## config.mk

```make
export PLATFORM = sky130hd
export DESIGN_NAME = pwrcfg_regs
export DESIGN_NICKNAME = d
export VERILOG_FILES = /design/src/hw/pwrcfg_pkg.sv /design/src/hw/pwrcfg_fbdiv.sv /design/src/hw/pwrcfg_regs.sv
export SDC_FILE = /design/constraint.sdc
export NUM_CORES = 1
export LEC_CHECK = 0
export ABC_AREA = 1
export BUFFER_PORTS_ARGS = -buffer_cell sky130_fd_sc_hd__clkbuf_2
export CORE_UTILIZATION = 45
export CTS_BUF_LIST = sky130_fd_sc_hd__clkbuf_8
export CTS_CLUSTER_SIZE = 20
export DETAILED_ROUTE_END_ITERATION = 16
export PLACE_DENSITY_LB_ADDON = 0.2
export SYNTH_ARGS = -nofsm -noshare
export SYNTH_HDL_FRONTEND = slang
export SYNTH_SLANG_ARGS = --single-unit
```

## constraint.sdc

```tcl
create_clock -name clk -period 5.5 [get_ports clk]
set_clock_uncertainty 0.1 [all_clocks]
set_input_delay 0.55 -clock clk [delete_from_list [all_inputs] [get_ports clk]]
set_output_delay 0.55 -clock clk [all_outputs]
set_load 0.02 [all_outputs]
```

## src/hw/pwrcfg_pkg.sv

```systemverilog
package pwrcfg_pkg;
   // register offsets on the serial control port
   localparam logic [7:0] PWRCFG_OFS_POWER_MODE = 8'h37;
   localparam logic [7:0] PWRCFG_OFS_TIMESTAMP  = 8'h3b;
   localparam logic [7:0] PWRCFG_OFS_REFOUT     = 8'h3c;
   localparam logic [7:0] PWRCFG_OFS_FBDIV      = 8'h3d;
   // reset values
   localparam logic [7:0] PWRCFG_RST_POWER_MODE = 8'h4b;
   localparam logic [7:0] PWRCFG_RST_TIMESTAMP  = 8'h00;
   localparam logic [7:0] PWRCFG_RST_REFOUT     = 8'h01;
   localparam logic [7:0] PWRCFG_RST_FBDIV      = 8'h00;
   // power mode codes
   localparam logic [7:0] PWRCFG_MODE_LOW_POWER = 8'h46;
   localparam logic [7:0] PWRCFG_MODE_HIGH_PERF = 8'h4b;
   // field positions
   localparam int PWRCFG_BIT_RECV_EN   = 0;
   localparam int PWRCFG_BIT_PECL      = 1;
   localparam int PWRCFG_BIT_REFOUT_EN = 0;
   localparam int PWRCFG_LSB_FIRST_DIV  = 0;
   localparam int PWRCFG_LSB_SECOND_DIV = 2;

   typedef struct packed {
      logic       write;
      logic       read;
      logic [7:0] addr;
      logic [7:0] data;
   } pwrcfg_req_type;
endpackage

```

## src/hw/pwrcfg_fbdiv.sv

```systemverilog
`timescale 1ns/1ps
module pwrcfg_fbdiv (
   input  wire logic       clk,
   input  wire logic       reset,
   input  wire logic       hold,
   input  wire logic [1:0] first_sel,
   input  wire logic [1:0] second_sel,
   output logic            first_tick,
   output logic            sample_tick
);
   import pwrcfg_pkg::*;

   logic [2:0] first_count;
   logic [1:0] second_count;
   logic [2:0] first_last;
   logic [1:0] second_last;
   wire        first_wrap  = (first_count == first_last);
   wire        second_wrap = (second_count == second_last);

   // first stage: /5 /4 /3, reserved code runs as /5
   assign first_last  = (first_sel == 2'h1) ? 3'h3 : (first_sel == 2'h2) ? 3'h2 : 3'h4;
   // second stage: /1 /2 /4, reserved code runs as /1
   assign second_last = (second_sel == 2'h1) ? 2'h1 : (second_sel == 2'h2) ? 2'h3 : 2'h0;

   always_ff @(posedge clk or posedge reset) begin
      if (reset) begin
         first_count  <= 3'h0;
         second_count <= 2'h0;
         first_tick   <= 1'b0;
         sample_tick  <= 1'b0;
      end else if (hold) begin
         first_count  <= 3'h0;
         second_count <= 2'h0;
         first_tick   <= 1'b0;
         sample_tick  <= 1'b0;
      end else begin
         first_count <= first_wrap ? 3'h0 : first_count + 3'h1;
         first_tick  <= first_wrap;
         // second stage advances only on first-stage output
         if (first_wrap) begin
            second_count <= second_wrap ? 2'h0 : second_count + 2'h1;
         end
         sample_tick <= first_wrap && second_wrap;
      end
   end
endmodule

```

## src/hw/pwrcfg_regs.sv

```systemverilog
`timescale 1ns/1ps
//////////////////////////////////////////////////////////////////////////////////////////
// Behaviour
// - power code 0x46 selects low power, 0x4b high performance; others reserved
// - timestamp bit 0 enables the timestamp receiver, resets to zero
// - timestamp bit 1 selects pecl mode: grounded termination, no self-bias
// - reference output active when refout enable and pll enable both set
// - second divider bits 3:2 give /1 /2 /4, code 3 reserved
// - first divider bits 1:0 give /5 /4 /3, code 3 reserved
// - first divider output feeds second; second produces the sampling clock
module pwrcfg_regs (
   input  wire logic                       clk,
   input  wire logic                       reset,
   input  wire pwrcfg_pkg::pwrcfg_req_type req,
   input  wire logic                       pll_enable,
   input  wire logic                       pll_hold_reset,
   input  wire logic                       calibration_enable,
   input  wire logic                       serial_link_enable,
   output logic [7:0]                      rd_data,
   output logic                            rd_valid,
   output logic                            low_power_mode,
   output logic                            high_perf_mode,
   output logic                            power_mode_reserved,
   output logic                            timestamp_receiver_enable,
   output logic                            timestamp_pecl_mode,
   output logic                            pll_reference_output,
   output logic [2:0]                      first_div_ratio,
   output logic [2:0]                      second_div_ratio,
   output logic                            sample_tick,
   output logic                            mode_order_error,
   output logic                            divider_order_error
);
   import pwrcfg_pkg::*;

   //////////////////////////////////////////////////////////////////////////////////////
   // register storage
   logic [7:0] power_mode_select;
   logic [7:0] timestamp_input_control;
   logic [7:0] pll_refout_control;
   logic [7:0] pll_feedback_divider_select;

   wire hit_mode   = (req.addr == PWRCFG_OFS_POWER_MODE);
   wire hit_tstamp = (req.addr == PWRCFG_OFS_TIMESTAMP);
   wire hit_refout = (req.addr == PWRCFG_OFS_REFOUT);
   wire hit_fbdiv  = (req.addr == PWRCFG_OFS_FBDIV);
   wire wr_mode    = req.write && hit_mode;
   wire wr_fbdiv   = req.write && hit_fbdiv;

   always_ff @(posedge clk or posedge reset) begin
      if (reset) begin
         power_mode_select           <= PWRCFG_RST_POWER_MODE;
         timestamp_input_control     <= PWRCFG_RST_TIMESTAMP;
         pll_refout_control          <= PWRCFG_RST_REFOUT;
         pll_feedback_divider_select <= PWRCFG_RST_FBDIV;
      end else if (req.write) begin
         // whole byte stored, reserved bits included
         if (hit_mode)   power_mode_select           <= req.data;
         if (hit_tstamp) timestamp_input_control     <= req.data;
         if (hit_refout) pll_refout_control          <= req.data;
         if (hit_fbdiv)  pll_feedback_divider_select <= req.data;
      end
   end

   //////////////////////////////////////////////////////////////////////////////////////
   // read path, unmapped offsets read zero
   wire [7:0] next_rd_data = hit_mode   ? power_mode_select :
                             hit_tstamp ? timestamp_input_control :
                             hit_refout ? pll_refout_control :
                             hit_fbdiv  ? pll_feedback_divider_select : 8'h00;

   //////////////////////////////////////////////////////////////////////////////////////
   // decoded controls
   wire [1:0] first_sel  = pll_feedback_divider_select[PWRCFG_LSB_FIRST_DIV +: 2];
   wire [1:0] second_sel = pll_feedback_divider_select[PWRCFG_LSB_SECOND_DIV +: 2];
   wire [2:0] next_first_ratio  = (first_sel == 2'h1) ? 3'h4 :
                                  (first_sel == 2'h2) ? 3'h3 : 3'h5;
   wire [2:0] next_second_ratio = (second_sel == 2'h1) ? 3'h2 :
                                  (second_sel == 2'h2) ? 3'h4 : 3'h1;
   wire       next_low_power = (power_mode_select == PWRCFG_MODE_LOW_POWER);
   wire       next_high_perf = (power_mode_select == PWRCFG_MODE_HIGH_PERF);
   // host ordering checks, reported but never blocking the write
   wire       next_mode_err  = wr_mode && (calibration_enable || serial_link_enable);
   wire       next_div_err   = wr_fbdiv && !pll_hold_reset
                               && (req.data[3:0] != pll_feedback_divider_select[3:0]);
   wire       divider_hold   = pll_hold_reset || !pll_enable;

   always_ff @(posedge clk or posedge reset) begin
      if (reset) begin
         rd_data                   <= 8'h00;
         rd_valid                  <= 1'b0;
         low_power_mode            <= 1'b0;
         high_perf_mode            <= 1'b0;
         power_mode_reserved       <= 1'b0;
         timestamp_receiver_enable <= 1'b0;
         timestamp_pecl_mode       <= 1'b0;
         pll_reference_output      <= 1'b0;
         first_div_ratio           <= 3'h5;
         second_div_ratio          <= 3'h1;
         mode_order_error          <= 1'b0;
         divider_order_error       <= 1'b0;
      end else begin
         rd_data                   <= req.read ? next_rd_data : 8'h00;
         rd_valid                  <= req.read;
         low_power_mode            <= next_low_power;
         high_perf_mode            <= next_high_perf;
         power_mode_reserved       <= !next_low_power && !next_high_perf;
         timestamp_receiver_enable <= timestamp_input_control[PWRCFG_BIT_RECV_EN];
         timestamp_pecl_mode       <= timestamp_input_control[PWRCFG_BIT_PECL];
         pll_reference_output      <= pll_refout_control[PWRCFG_BIT_REFOUT_EN]
                                      && pll_enable;
         first_div_ratio           <= next_first_ratio;
         second_div_ratio          <= next_second_ratio;
         mode_order_error          <= next_mode_err;
         divider_order_error       <= next_div_err;
      end
   end

   //////////////////////////////////////////////////////////////////////////////////////
   // feedback divider cascade
   pwrcfg_fbdiv u_fbdiv (
      .clk         (clk),
      .reset       (reset),
      .hold        (divider_hold),
      .first_sel   (first_sel),
      .second_sel  (second_sel),
      .first_tick  (),
      .sample_tick (sample_tick)
   );
endmodule

```

# == Word level (Yosys, flattened, before mapping) ==
# Index checks and enable logic that the tools add are counted.
# op_classes
n_addsub,2
n_eq_ne,13
muxes,19
reduce_logical,19
# op_table
operator,count
8-bit 2-to-1 mux,5
"8-bit by 6-bit equality test with 1-bit output, second input constant",4
3-bit 2-to-1 mux,8
"8-bit by 7-bit equality test with 1-bit output, second input constant",2
2-bit 2-to-1 mux,5
1-bit logical AND,8
2-bit AND reduction,4
"2-bit by 1-bit equality test with 1-bit output, second input constant",2
"2-bit equality test, second input constant",2
1-bit zero test,4
4-bit inequality test,1
"3-bit by 1-bit adder with 3-bit output, second input constant",1
3-bit equality test,1
"2-bit by 1-bit adder with 2-bit output, second input constant",1
2-bit equality test,1
1-bit logical OR,2
2-bit nonzero test,1
1-bit 2-to-1 mux,1
# word_totals
regBits,61
in_bits,24
output_inout_bits,24
word_cells,72

# == Logic depth before layout (Yosys ltp) ==
# depth
word_depth,7
mapped_depth,9
mapped_depth_nobuf,8

# == Hierarchy ==
# Synthesis repeated with hierarchy kept, for this count alone.
# hier_totals
cells_unflattened,320
hier_area_um2,2807.7
# by_module_without_submodules
module,instances,cells_per_inst,area_per_inst_um2,seq_area_each_um2
pwrcfg_regs,1,266,2382.3,1386.3
pwrcfg_fbdiv,1,54,425.4,175.2

# == Worst setup path after synthesis ==
# No wires, ideal clock.
# synth_timing
kind,input port to flip-flop
startpoint,input req[15] (netlist name)
endpoint,register rd_data[3]
setup_time_ns,0.121
arrival_ns,1.412
required_ns,5.279
setup_slack_ns,3.866
stages,8
path_buffers,2
cell_sequence,nor2_1 -> nand2_2 -> inv_4 -> nand2_1 -> buf_6 -> buf_6 -> o21ai_0 -> nor2_1
# synth_via
elab_chain_cells,6
elab_cells_between_ends,9
classes_between,eq/ne (4); mux (5)
# synth_lines
element,line,rtl
"start, declared",pwrcfg_regs.sv:14,"input wire pwrcfg_pkg::pwrcfg_req_type req,"
8-bit by 6-bit equality test with 1-bit output,pwrcfg_regs.sv:45,wire hit_fbdiv = (req.addr == PWRCFG_OFS_FBDIV);
8-bit 2-to-1 mux,pwrcfg_regs.sv:69,hit_fbdiv ? pll_feedback_divider_select : 8'h00;
8-bit 2-to-1 mux,pwrcfg_regs.sv:68,hit_refout ? pll_refout_control :
8-bit 2-to-1 mux,pwrcfg_regs.sv:67,hit_tstamp ? timestamp_input_control :
8-bit 2-to-1 mux (*),pwrcfg_regs.sv:66,wire [7:0] next_rd_data = hit_mode ? power_mode_select :
8-bit 2-to-1 mux (*),pwrcfg_regs.sv:102,rd_data <= req.read ? next_rd_data : 8'h00;
"end signal, assigned",pwrcfg_regs.sv:102,
"end, declared",pwrcfg_regs.sv:19,"output logic [7:0] rd_data,"
# Every way passes the cells marked *; elsewhere a longest branch is shown, timed or not.
# A chain may end at the register's enable or synchronous reset.

# == Worst setup path after layout ==
# layout_timing
startpoint,input req[15] (netlist name)
endpoint,register power_mode_select[7]
# layout_via
elab_chain_cells,2
# layout_lines
element,line,rtl
8-bit by 6-bit equality test with 1-bit output,pwrcfg_regs.sv:42,wire hit_mode = (req.addr == PWRCFG_OFS_POWER_MODE);
2-bit AND reduction (no source line),--,
"end signal, assigned",pwrcfg_regs.sv:57,if (hit_mode) power_mode_select <= req.data;
"end, declared",pwrcfg_regs.sv:37,logic [7:0] power_mode_select;
# Every way passes these cells.

==> results.sh <==
export IMPL_period_minus_slack_ns=2.01
export IMPL_antennaDiodeCount=0
export IMPL_fin_area_um2=3260
export IMPL_fin_nets=397
export IMPL_hold_buffers=0
export IMPL_io_buffers=47
export IMPL_die_w_um=80.5
export IMPL_layout_common_cells="nand2_1, dfrtp_1, clkbuf_2"
export IMPL_critical_path_class="primary input to register"
export IMPL_die_h_um=80.5
export IMPL_drive_gt1_share_pct=22.8
export IMPL_grt_pass1_vias=2094
export IMPL_worstPathRequired_ns=5.59
export IMPL_area_growth_pct=17.7
export IMPL_gr_total_overflow=0
export IMPL_wirelength_um=5890
export IMPL_async_flop_share_pct=100
export IMPL_synth_seq_area_share_pct=55.4
export IMPL_synth_ff_type="dfrtp_1"
export IMPL_power_density_nw_per_um2=304
export IMPL_ys_seq_elements=61
export IMPL_arrival_ns=2.10
export IMPL_cts_tree="done"
export IMPL_synth_edff_count=0
export IMPL_syn_inst=315
export IMPL_cts_sinks=61
export IMPL_clk_pin_slew_ns=0.07
export IMPL_worst_ir_drop_vdd_mv=0.174
export IMPL_maxCapViolCount=0
export IMPL_end_kind="register"
export IMPL_stdcell_count=447
export IMPL_setup_viol=0
export IMPL_startpoint_type="primary input"
export IMPL_max_freq_ghz=0.498
export IMPL_grt_pass1_wl_um=9540
export IMPL_final_common_cell="nand2_1"
export IMPL_cts_root_buffer="clkbuf_8"
export IMPL_timing_final_ws_setup_ns=3.49
export IMPL_place_worst_setup_slack_ns=3.15
export IMPL_numCtsBuffers=9
export IMPL_yosysUniqueCellTypes=28
export IMPL_syn_nets=345
export IMPL_synth_top_cell_area_share_pct=47.8
export IMPL_die_area_um2=6480
export IMPL_ant_nets=0
export IMPL_fin_crit_sh_pct=36.5
export IMPL_maxSlewViolCount=0
export IMPL_cp_max_fo=20
export IMPL_fin_setup_tns_ns=0
export IMPL_avgSynthCellArea_um2=8.80
export IMPL_grtUsageTotal_pct=20.3
export IMPL_drt_vias_per_instance=4.84
export IMPL_synthTopCellsByArea="dfrtp_1, nand2_1, dfstp_2"
export IMPL_yosysWarnings=0
export IMPL_h_tree_depth=3
export IMPL_wire_per_inst_um=13.2
export IMPL_drc=0
export IMPL_boundaryPins=48
export IMPL_slowest_delay_ns=0.51
export IMPL_dp_hpwl_um=4260
export IMPL_drt_iter0_markers=152
export IMPL_power_leakage_nw=1.75
export IMPL_initial_core_util_pct=46.8
export IMPL_vias=2163
export IMPL_hold_viol=0
export IMPL_cts_buffer_depth=2
export IMPL_cts_repair_resized=0
export IMPL_status="completed"
export IMPL_hold_path_class="primary input to asynchronous set/reset pin"
export IMPL_antenna_found_initial=0
export IMPL_dp_cells=431
export IMPL_ff2ff_path_depth=8
export IMPL_cp_slowest_cell="nor2_2"
export IMPL_crit_chain="clkbuf_2, nor2_1, nand2_2, inv_4, nand2_1, nor2_2, o21ai_0"
export IMPL_slew_headroom_pct=48.3
export IMPL_cts_setup_buffers=0
export IMPL_place_area_um2=3050
export IMPL_reg2reg_slack_ns=3.93
export IMPL_insertion_delay_ns=0.33
export IMPL_routabilityCongestion=0.828
export IMPL_grt_max_degree=62
export IMPL_worst_pin_slew_ns=0.775
export IMPL_reg2reg_to="u_fbdiv.second_count[0]"
export IMPL_synth_area_um2=2770
export IMPL_firstDrtPassIters=4
export IMPL_row_count=28
export IMPL_yosysTopAreaCell="dfrtp_1"
export IMPL_rsz0062_at_grt="false"
export IMPL_r2r_start="pll_feedback_divider_select[0]"
export IMPL_core_area_um2=5920
-- worst max-delay path by stage --
stage | startpoint | endpoint | slack, ns | cells after the start
2_1_floorplan | reset | divider_order_error | 3.35 | 1
6_report | req[15] | power_mode_select[7] | 3.49 | 7
3_5_place_dp | req[15] | power_mode_select[5] | 3.15 | 7
5_1_grt | req[15] | power_mode_select[7] | 3.21 | 7
4_1_cts | req[15] | power_mode_select[7] | 3.50 | 7
3_3_place_gp | req[15] | power_mode_select[5] | 3.24 | 7
-- per-stage QoR --
stage / hold WS, ns / util [%] / power (mW)
finish: 0.306 / 55.1 / 0.992
global route: 0.313 / 55.1 / 1.04
CTS: 0.303 / 55.1 / 1.00
detailed placement: 0.324 / 51.6 / 0.587
global placement: 0.317 / 51.6 / 0.584
floorplan: 0.275 / - / 0.551
-- layer usage --
layer  share of wire [%]  global-route usage (%)  vias to the layer above
li1                    -                       -                     1104
met2                  48                    32.7                       52
met3                 4.3                    5.57                       11
met5                   0                       0                        -
met4                 2.8                    11.1                        0
met1                  45                    24.6                      996
-- critical path: cells and delay by family --
family          cells  cell delay [ns]
simple gates        4             1.12
buf+inv             2             0.26
compound gates      1             0.16
-- layout make-up --
cell class	instances	area, µm²
clock inverter	4	46.3
fill	574	2660
multi-input combinational	208	1030
sequential	61	1540
tap	75	93.8
timing repair buffer	48	243
clock buffer	12	165
inverter	39	150
-- report_power, final --
| group | leakage [nW] | total [mW] | internal (mW) | switching [mW] |
|---|---|---|---|---|
| logic | 0.876 | 0.0919 | 0.0304 | 0.0615 |
| clock network | 0.110 | 0.415 | 0.244 | 0.171 |
| registers | 0.760 | 0.485 | 0.473 | 0.0121 |
-- cell families after synthesis --
| logic type | share of synthesized area, % |
|---|---|
| adder cells (fa/ha/maj) | 2.71 |
| flip-flops | 55.4 |
| AO/OA/AOI/OAI | 9.75 |
| buffers and inverters | 7.45 |
| XOR/XNOR | 2.21 |
| AND/OR/NAND/NOR | 22.5 |
-- flip-flops by register name (all words and copies together) (netlist names), 2 cells and up --
signal                       cells
pll_feedback_divider_select      8
pll_refout_control               8
power_mode_select                8
rd_data                          8
timestamp_input_control          8
first_div_ratio                  3
second_div_ratio                 3
u_fbdiv.first_count              3
u_fbdiv.second_count             2
-- synthesized netlist by cell type, types with 2 or more instances --
cell and number:
a21oi_1 11, xor2_1 3, inv_1 36, dfstp_2 8, nand3_2 2, xnor2_1 4
nand4_1 3, nand2_1 80, buf_2 3, nor2_1 26, nor2_4 2, buf_6 3
dfrtp_1 53, nor3_1 3, o21ai_1 19, ha_1 6, o21ai_0 21, nand2_2 3
nor2_2 2, nand3_1 19
Power figures use the tool's default switching activity.
